**config.mk**
```make
export PLATFORM = sky130hd
export DESIGN_NAME = port_pin_ctrl
export DESIGN_NICKNAME = d
export VERILOG_FILES = /design/src/rtl/gpio_pkg.sv /design/src/rtl/port_pin_ctrl.sv
export SDC_FILE = /design/constraint.sdc
export NUM_CORES = 1
export LEC_CHECK = 0
export BUFFER_PORTS_ARGS = -buffer_cell sky130_fd_sc_hd__buf_4
export CAP_MARGIN = 20
export CORE_ASPECT_RATIO = 0.8
export CORE_MARGIN = 10
export CORE_UTILIZATION = 52
export DETAILED_ROUTE_END_ITERATION = 7
export GPL_ROUTABILITY_DRIVEN = 0
export PLACE_DENSITY_LB_ADDON = 0.08
export SYNTH_ARGS = -nofsm -noshare
export SYNTH_HDL_FRONTEND = slang
export SYNTH_SLANG_ARGS = --single-unit
```
**constraint.sdc**
```tcl
create_clock -name clk -period 1.9 [get_ports clk]
set_input_delay 0.095 -clock clk [delete_from_list [all_inputs] [get_ports clk]]
set_output_delay 0.095 -clock clk [all_outputs]
set_load 0.02 [all_outputs]
```
**src/rtl/gpio_pkg.sv**
```systemverilog
// Constants and types for the port pin control block
package gpio_pkg;
  // Bus geometry
  localparam int AW = 15;
  localparam int DW = 32;
  localparam int IW = 13;

  // Register indexes; byte address is four times the index
  localparam logic [IW-1:0] IDX_OPEN_DRAIN = 13'h1F3A;
  localparam logic [IW-1:0] IDX_FLAGS      = 13'h1F3F;
  localparam logic [IW-1:0] IDX_SLEW       = 13'h1F51;
  localparam logic [IW-1:0] IDX_RISE_EN    = 13'h1F53;
  localparam logic [IW-1:0] IDX_LATCH      = 13'h1F60;
  localparam logic [IW-1:0] IDX_TRIS       = 13'h1F61;
  localparam logic [IW-1:0] IDX_ANALOG_SEL = 13'h1F62;
  localparam logic [IW-1:0] IDX_FALL_EN    = 13'h1F63;
  localparam logic [IW-1:0] IDX_PERIPH_SEL = 13'h1F64;
  localparam logic [IW-1:0] IDX_PIN_LEVEL  = 13'h1F65;
  localparam logic [IW-1:0] IDX_IRQ_STATUS = 13'h1F66;
  localparam logic [IW-1:0] IDX_IRQ_MASK   = 13'h1F67;

  // Values after reset
  localparam logic [7:0] RST_OPEN_DRAIN = 8'h00;
  localparam logic [7:0] RST_FLAGS      = 8'h00;
  localparam logic [7:0] RST_SLEW       = 8'hFF;
  localparam logic [7:0] RST_RISE_EN    = 8'h00;
  localparam logic [7:0] RST_LATCH      = 8'h00;
  localparam logic [7:0] RST_TRIS       = 8'hFF;
  localparam logic [7:0] RST_ANALOG_SEL = 8'h00;
  localparam logic [7:0] RST_FALL_EN    = 8'h00;
  localparam logic [7:0] RST_PERIPH_SEL = 8'h00;
  localparam logic [1:0] RST_IRQ        = 2'h0;

  // Interrupt status bit positions
  localparam int STAT_RISE = 0;
  localparam int STAT_FALL = 1;

  typedef enum logic [1:0] {
    BUS_IDLE = 2'b01,
    BUS_ACK  = 2'b10
  } bus_state_e;
endpackage

```
**src/rtl/port_pin_ctrl.sv**
```systemverilog
// Port pin control with function priority and change detection
//
// Design decision made here: the Avalon-MM register port.
module port_pin_ctrl #(
  parameter int PINS = 8
) (
  // Clock and reset
  input  wire logic                      clk,
  input  wire logic                      rstn,
  // Avalon-MM slave
  input  wire logic [gpio_pkg::AW-1:0]   address,
  input  wire logic                      read,
  input  wire logic                      write,
  input  wire logic [3:0]                byteenable,
  input  wire logic [gpio_pkg::DW-1:0]   writedata,
  output logic      [gpio_pkg::DW-1:0]   readdata,
  output logic                           waitrequest,
  // Higher priority pin owners
  input  wire logic [PINS-1:0]           cfg_own,
  input  wire logic [PINS-1:0]           cfg_out,
  input  wire logic [PINS-1:0]           cfg_oe,
  input  wire logic [PINS-1:0]           analog_out_en,
  // Peripheral pin selection sources
  input  wire logic [PINS-1:0]           periph_out,
  input  wire logic [PINS-1:0]           periph_oe,
  // Pads
  input  wire logic [PINS-1:0]           pin_in,
  output logic      [PINS-1:0]           pin_out,
  output logic      [PINS-1:0]           pin_oe,
  output logic      [PINS-1:0]           slew_limit,
  output logic      [PINS-1:0]           input_buf_en,
  output logic      [PINS-1:0]           analog_in_en,
  // Interrupts
  output logic                           change_irq,
  output logic                           irq
);

  if (PINS != 8) begin : g_pins_check
    $error("PINS must be 8");
  end

  gpio_pkg::bus_state_e bus_state_reg;
  logic [gpio_pkg::DW-1:0] readdata_reg;
  logic [gpio_pkg::DW-1:0] readdata_next;
  logic [gpio_pkg::IW-1:0] idx;
  logic                    acc;
  logic                    wr_acc;
  logic                    rd_acc;
  logic                    wait_reg;

  logic [7:0] open_drain_sel_reg;
  logic [7:0] change_flag_reg;
  logic [7:0] change_flag_next;
  logic [7:0] slew_reg;
  logic [7:0] rise_en_reg;
  logic [7:0] fall_en_reg;
  logic [7:0] latch_reg;
  logic [7:0] tris_reg;
  logic [7:0] analog_select_reg;
  logic [7:0] periph_sel_reg;
  logic [1:0] irq_status_reg;
  logic [1:0] irq_status_next;
  logic [1:0] irq_mask_reg;

  logic [7:0] sync_a_reg;
  logic [7:0] sync_b_reg;
  logic [7:0] prev_reg;
  logic [7:0] rise_evt;
  logic [7:0] fall_evt;
  logic [7:0] hit_evt;

  logic [7:0] pin_out_reg;
  logic [7:0] pin_oe_reg;
  logic [7:0] pin_out_next;
  logic [7:0] pin_oe_next;
  logic [7:0] in_buf_reg;
  logic [7:0] ana_in_reg;
  logic       change_irq_reg;
  logic       irq_reg;

  // Write strobe for one register, low byte lane
  function automatic logic wr_hit(
    input logic [gpio_pkg::IW-1:0] a,
    input logic [gpio_pkg::IW-1:0] r,
    input logic                    w,
    input logic                    be
  );
    wr_hit = w && be && (a == r);
  endfunction

  // Byte wide write update
  function automatic logic [7:0] wr_byte(
    input logic       hit,
    input logic [7:0] old,
    input logic [7:0] data
  );
    wr_byte = hit ? data : old;
  endfunction

  assign idx    = address[gpio_pkg::AW-1:2];
  assign acc    = bus_state_reg == gpio_pkg::BUS_ACK;
  assign wr_acc = acc && write;
  assign rd_acc = acc && read;

  // Bus handshake: one wait cycle, accepted in ACK
  always_ff @(posedge clk) begin
    if (!rstn) begin
      bus_state_reg <= gpio_pkg::BUS_IDLE;
      wait_reg      <= 1'b1;
    end else begin
      wait_reg <= 1'b1;
      unique case (bus_state_reg)
        gpio_pkg::BUS_IDLE: begin
          if (read || write) begin
            bus_state_reg <= gpio_pkg::BUS_ACK;
            wait_reg      <= 1'b0;
          end
        end
        gpio_pkg::BUS_ACK: begin
          bus_state_reg <= gpio_pkg::BUS_IDLE;
        end
        default: begin
          bus_state_reg <= gpio_pkg::BUS_IDLE;
        end
      endcase
    end
  end

  always_comb begin
    readdata_next = '0;
    unique case (idx)
      gpio_pkg::IDX_OPEN_DRAIN: readdata_next[7:0] = open_drain_sel_reg;
      gpio_pkg::IDX_FLAGS:      readdata_next[7:0] = change_flag_reg;
      gpio_pkg::IDX_SLEW:       readdata_next[7:0] = slew_reg;
      gpio_pkg::IDX_RISE_EN:    readdata_next[7:0] = rise_en_reg;
      gpio_pkg::IDX_LATCH:      readdata_next[7:0] = latch_reg;
      gpio_pkg::IDX_TRIS:       readdata_next[7:0] = tris_reg;
      gpio_pkg::IDX_ANALOG_SEL: readdata_next[7:0] = analog_select_reg;
      gpio_pkg::IDX_FALL_EN:    readdata_next[7:0] = fall_en_reg;
      gpio_pkg::IDX_PERIPH_SEL: readdata_next[7:0] = periph_sel_reg;
      gpio_pkg::IDX_PIN_LEVEL:  readdata_next[7:0] = sync_b_reg & in_buf_reg;
      gpio_pkg::IDX_IRQ_STATUS: readdata_next[1:0] = irq_status_reg;
      gpio_pkg::IDX_IRQ_MASK:   readdata_next[1:0] = irq_mask_reg;
      default:                  readdata_next = '0;
    endcase
  end

  // Read data captured while waitrequest is still high
  always_ff @(posedge clk) begin
    if (!rstn) begin
      readdata_reg <= '0;
    end else if (!acc && read) begin
      readdata_reg <= readdata_next;
    end
  end

  always_ff @(posedge clk) begin
    if (!rstn) begin
      open_drain_sel_reg <= gpio_pkg::RST_OPEN_DRAIN;
      slew_reg           <= gpio_pkg::RST_SLEW;
      rise_en_reg        <= gpio_pkg::RST_RISE_EN;
      fall_en_reg        <= gpio_pkg::RST_FALL_EN;
    end else begin
      open_drain_sel_reg <= wr_byte(wr_hit(idx, gpio_pkg::IDX_OPEN_DRAIN,
        wr_acc, byteenable[0]), open_drain_sel_reg, writedata[7:0]);
      slew_reg <= wr_byte(wr_hit(idx, gpio_pkg::IDX_SLEW,
        wr_acc, byteenable[0]), slew_reg, writedata[7:0]);
      rise_en_reg <= wr_byte(wr_hit(idx, gpio_pkg::IDX_RISE_EN,
        wr_acc, byteenable[0]), rise_en_reg, writedata[7:0]);
      fall_en_reg <= wr_byte(wr_hit(idx, gpio_pkg::IDX_FALL_EN,
        wr_acc, byteenable[0]), fall_en_reg, writedata[7:0]);
    end
  end

  always_ff @(posedge clk) begin
    if (!rstn) begin
      latch_reg         <= gpio_pkg::RST_LATCH;
      tris_reg          <= gpio_pkg::RST_TRIS;
      analog_select_reg <= gpio_pkg::RST_ANALOG_SEL;
      periph_sel_reg    <= gpio_pkg::RST_PERIPH_SEL;
      irq_mask_reg      <= gpio_pkg::RST_IRQ;
    end else begin
      latch_reg <= wr_byte(wr_hit(idx, gpio_pkg::IDX_LATCH,
        wr_acc, byteenable[0]), latch_reg, writedata[7:0]);
      tris_reg <= wr_byte(wr_hit(idx, gpio_pkg::IDX_TRIS,
        wr_acc, byteenable[0]), tris_reg, writedata[7:0]);
      analog_select_reg <= wr_byte(wr_hit(idx, gpio_pkg::IDX_ANALOG_SEL,
        wr_acc, byteenable[0]), analog_select_reg, writedata[7:0]);
      periph_sel_reg <= wr_byte(wr_hit(idx, gpio_pkg::IDX_PERIPH_SEL,
        wr_acc, byteenable[0]), periph_sel_reg, writedata[7:0]);
      if (wr_hit(idx, gpio_pkg::IDX_IRQ_MASK, wr_acc, byteenable[0])) begin
        irq_mask_reg <= writedata[1:0];
      end
    end
  end

  // Two stage synchroniser, then a compare stage
  always_ff @(posedge clk) begin
    if (!rstn) begin
      sync_a_reg <= '0;
      sync_b_reg <= '0;
      prev_reg   <= '0;
    end else begin
      sync_a_reg <= pin_in;
      sync_b_reg <= sync_a_reg;
      prev_reg   <= sync_b_reg;
    end
  end

  assign rise_evt = sync_b_reg & ~prev_reg & rise_en_reg;
  assign fall_evt = ~sync_b_reg & prev_reg & fall_en_reg;
  assign hit_evt  = rise_evt | fall_evt;

  // Software write stores, a new edge always wins
  always_comb begin
    change_flag_next = change_flag_reg;
    if (wr_hit(idx, gpio_pkg::IDX_FLAGS, wr_acc, byteenable[0])) begin
      change_flag_next = writedata[7:0];
    end
    change_flag_next = change_flag_next | hit_evt;
  end

  always_ff @(posedge clk) begin
    if (!rstn) begin
      change_flag_reg <= gpio_pkg::RST_FLAGS;
    end else begin
      change_flag_reg <= change_flag_next;
    end
  end

  // Sticky event status, cleared by a read, set wins
  always_comb begin
    irq_status_next = irq_status_reg;
    if (rd_acc && idx == gpio_pkg::IDX_IRQ_STATUS) begin
      irq_status_next = '0;
    end
    irq_status_next[gpio_pkg::STAT_RISE] =
      irq_status_next[gpio_pkg::STAT_RISE] | (|rise_evt);
    irq_status_next[gpio_pkg::STAT_FALL] =
      irq_status_next[gpio_pkg::STAT_FALL] | (|fall_evt);
  end

  always_ff @(posedge clk) begin
    if (!rstn) begin
      irq_status_reg <= gpio_pkg::RST_IRQ;
      irq_reg        <= 1'b0;
      change_irq_reg <= 1'b0;
    end else begin
      irq_status_reg <= irq_status_next;
      irq_reg        <= |(irq_status_next & irq_mask_reg);
      change_irq_reg <= |change_flag_next;
    end
  end

  // Pin owner resolution, highest priority first
  always_comb begin
    for (int i = 0; i < 8; i++) begin
      if (cfg_own[i]) begin
        pin_out_next[i] = cfg_out[i];
        pin_oe_next[i]  = cfg_oe[i];
      end else if (analog_out_en[i]) begin
        pin_out_next[i] = 1'b0;
        pin_oe_next[i]  = 1'b0;
      end else if (periph_sel_reg[i]) begin
        pin_out_next[i] = periph_out[i];
        pin_oe_next[i]  = periph_oe[i] &
          ~(open_drain_sel_reg[i] & periph_out[i]);
      end else begin
        pin_out_next[i] = latch_reg[i];
        pin_oe_next[i]  = ~tris_reg[i] &
          ~(open_drain_sel_reg[i] & latch_reg[i]);
      end
    end
  end

  // Analog select does not gate digital drive
  always_ff @(posedge clk) begin
    if (!rstn) begin
      pin_out_reg <= '0;
      pin_oe_reg  <= '0;
    end else begin
      pin_out_reg <= pin_out_next;
      pin_oe_reg  <= pin_oe_next;
    end
  end

  always_ff @(posedge clk) begin
    if (!rstn) begin
      in_buf_reg <= '0;
      ana_in_reg <= '0;
    end else begin
      in_buf_reg <= ~analog_select_reg & ~analog_out_en;
      ana_in_reg <= analog_select_reg & ~analog_out_en &
        ~cfg_own;
    end
  end

  assign readdata     = readdata_reg;
  assign waitrequest  = wait_reg;
  assign pin_out      = pin_out_reg;
  assign pin_oe       = pin_oe_reg;
  assign slew_limit   = slew_reg;
  assign input_buf_en = in_buf_reg;
  assign analog_in_en = ana_in_reg;
  assign change_irq   = change_irq_reg;
  assign irq          = irq_reg;
endmodule

```
==> qor.csv <==
metric,value,unit
status,"complete, no violations",
CTS buffer count,17,
hold slack,7.52,ps
Antenna Nets Post-Route,0,
DR pass1 iterations,5,
"Cell Area, Placed",7910,µm²
Die Y,121,µm
Final Max Slew Viols,0,
P_int,5.68,mW
final hold vios,0,
CP Depth,7,
PortBufs,132,
Post-synth top flop,dfxtp_1,
"Reg clk slew, reported paths",60,ps
period utilization,0.885,
sequential power share,0.426,
Initial Utilization,0.540,
WP data arrival,1990,ps
Critical Path Fanout Max,7,
final WL,22400,µm
most frequent cell on the critical path,buf_4,
fin util,0.727,
post-synthesis cell area,6670,µm²
Netlist cell types,69,
HP Class,in2reg,
Net Sw Frac,0.224,
clock buffer depth,2,
setup ws final,218,ps
Setup TNS Final,0,ps
ys async rst share,0,
core area,12300,µm²
Slew HR,0.653,
Worst-Skew Late Latency,420,ps
Mapped Cells,723,
sequential fraction of the synthesis area,0.436,
maximum clock rate,595,MHz
Reg2Reg Setup Slack,220,ps
vias in the first global route,6404,
maximum vdd drop,0.624,mV
Remaining DRCs,0,
crit path launch,bus_state_reg[0],
PwrDens,816,nW/µm²
R2R Path End,open_drain_sel_reg[6],
All-Layer GR Usage,0.245,
total of max-cap violations,0,
critical path data required time,2200,ps
worst r2r path cells,7,
share of cells above drive strength 1,0.242,
minimum clock period,1680,ps
TritonCTS clock tree,built,
Top Ports,186,
number of flops mapped to enable cells by yosys,0,
CP endpoint kind,flop,
area delta synth->final,34.7,%
Synthesis Warnings,0,
RSZ-0062 raised after global routing,false,
Place WS,85.5,ps
"Critical Path, Cell by Cell",nand4b_2 -> buf_4 -> nor3_1 -> nand4_1 -> buf_4 -> mux2i_1 -> nor2_1,
# rows,36,
most frequent cells in the layout,"buf_4 (172), dfxtp_1 (145), mux2i_1 (71)",
antenna violations before repair,0,
Final setup viols,0,
"most common cell after layout, fill and taps aside",buf_4,
first-pass GRT wire length,35100,µm
number of buffers and inverters on the critical path,2,
DIE WIDTH,147,µm
total overflow reported by the global router,0,
root buffer cell,clkbuf_16,
Critical Path Max Stage Delay,310,ps
critical path's top delay family,simple AND/OR/NAND/NOR gates,
clock sink count,145,
Post-CTS Hold Buffers,44,
Clock power frac,0.484,
syn avg cell area,9.22,µm²
CP Class,reg2reg,
Die ar.,17800,µm²
total number of vias,6474,
nets@finish,1026,
Final Cell Area,8980,µm²
H-tree Lvls,4,
iteration-0 DRC count of the detailed router,652,
r2r startpoint,bus_state_reg[0],
worst-margin pin slew,515,ps
Fin Clk Skew,6.70,ps
Inserted Diodes,0,
pin count of the biggest net entering global routing,49,
combinational power share,0.090,
HPWL after detailed placement,16300,µm
post-CTS setup buffer count,0,
number of synthesized register bits,145,
"Slowest-stage cell, CP",dfxtp_1,
CTS-repair resized insts,0,
crit path launch type,flop,
Via density,5.90,
Psw,1.64,mW
Critical Path Sink,open_drain_sel_reg[6],
DR WL/cell,20.4,µm
cell leakage power,3.81,nW
power by group through the flow:
| stage | Combinational (mW) | Sequential, mW | Clock, mW |
|---|---|---|---|
| global placement | 0.564 | 3.18 | 0 |
| finish | 0.663 | 3.12 | 3.54 |
| CTS | 0.647 | 3.12 | 3.57 |
| global route | 0.705 | 3.12 | 3.70 |
| floorplan | 0.296 | 3.21 | 0 |
| detailed placement | 0.576 | 3.18 | 0 |
worst min-delay path, cell delays in order:
cell and delay, ps:
buf_4 70, nand2_1 50, o41ai_1 60, and2_1 120
metal layers:
| layer | vias to the layer above | share of wire | GRT usage | routed length, µm |
|---|---|---|---|---|
| li1 | 2968 | - | - | - |
| met2 | 357 | 0.46 | 0.386 | 10300 |
| met1 | 3098 | 0.42 | 0.321 | 9440 |
| met3 | 51 | 0.095 | 0.0630 | 2140 |
| met4 | 0 | 0.025 | 0.0836 | 557 |
| met5 | - | 0 | 0 | 0 |
kinds of logic after synthesis:
kind of cell           share of synthesized area
AOI/OAI and AO/OA                          0.118
buffers and inverters                     0.0604
DFF                                        0.436
muxes                                      0.113
other                                   0.000563
and+or+nand+nor                            0.272
cell usage after synthesis (all sizes together), types with 3 or more instances:
library cell,count,area share
or3,4,0.0038
o32ai,4,0.0053
a22o,7,0.0092
o21ai,4,0.0030
mux2i,71,0.11
a31oi,9,0.0084
nor2,64,0.036
nor3,26,0.023
nor2b,9,0.0084
nand3,42,0.033
dfxtp,145,0.44
and3,7,0.0068
nand2b,4,0.0038
a32o,6,0.0090
mux2,4,0.0068
nor4b,11,0.018
clkbuf,27,0.015
nand4bb,3,0.0066
buf,41,0.043
and2,36,0.034
a22oi,6,0.0068
nand4,6,0.0056
nand2,62,0.035
nor4,12,0.017
inv,3,0.0017
o2111ai,3,0.0039
a21oi,41,0.031
nand3b,19,0.021
and4,3,0.0039
o41ai,7,0.0092
a211oi,9,0.010
worst min path at each step:
stage                           from         endpoint  depth (start not counted)
finish                     cfg_oe[5]        pin_oe[5]                          4
global route            writedata[1]    slew_limit[1]                          3
CTS                        cfg_oe[0]        pin_oe[0]                          4
detailed placement  analog_out_en[2]  input_buf_en[2]                          2
global placement    analog_out_en[5]  input_buf_en[5]                          2
floorplan           analog_out_en[0]  analog_in_en[0]                          1
cell type report:
type,count,area [µm²]
Clock inverter,9,154
Timing Repair Buffer,218,1770
Multi-Input combinational cell,529,3450
Fill cell,929,3360
Sequential cell,145,2900
Inverter,4,15.0
Clock buffer,22,474
Tap cell,171,214
through the flow:
stage | power [mW] | instances
floorplan | 3.50 | 746
global placement | 3.75 | 1023
detailed placement | 3.76 | 1023
CTS | 7.34 | 1098
global route | 7.53 | 1098
finish | 7.33 | 1098
No activity file was read; power rests on OpenSTA's default activity.
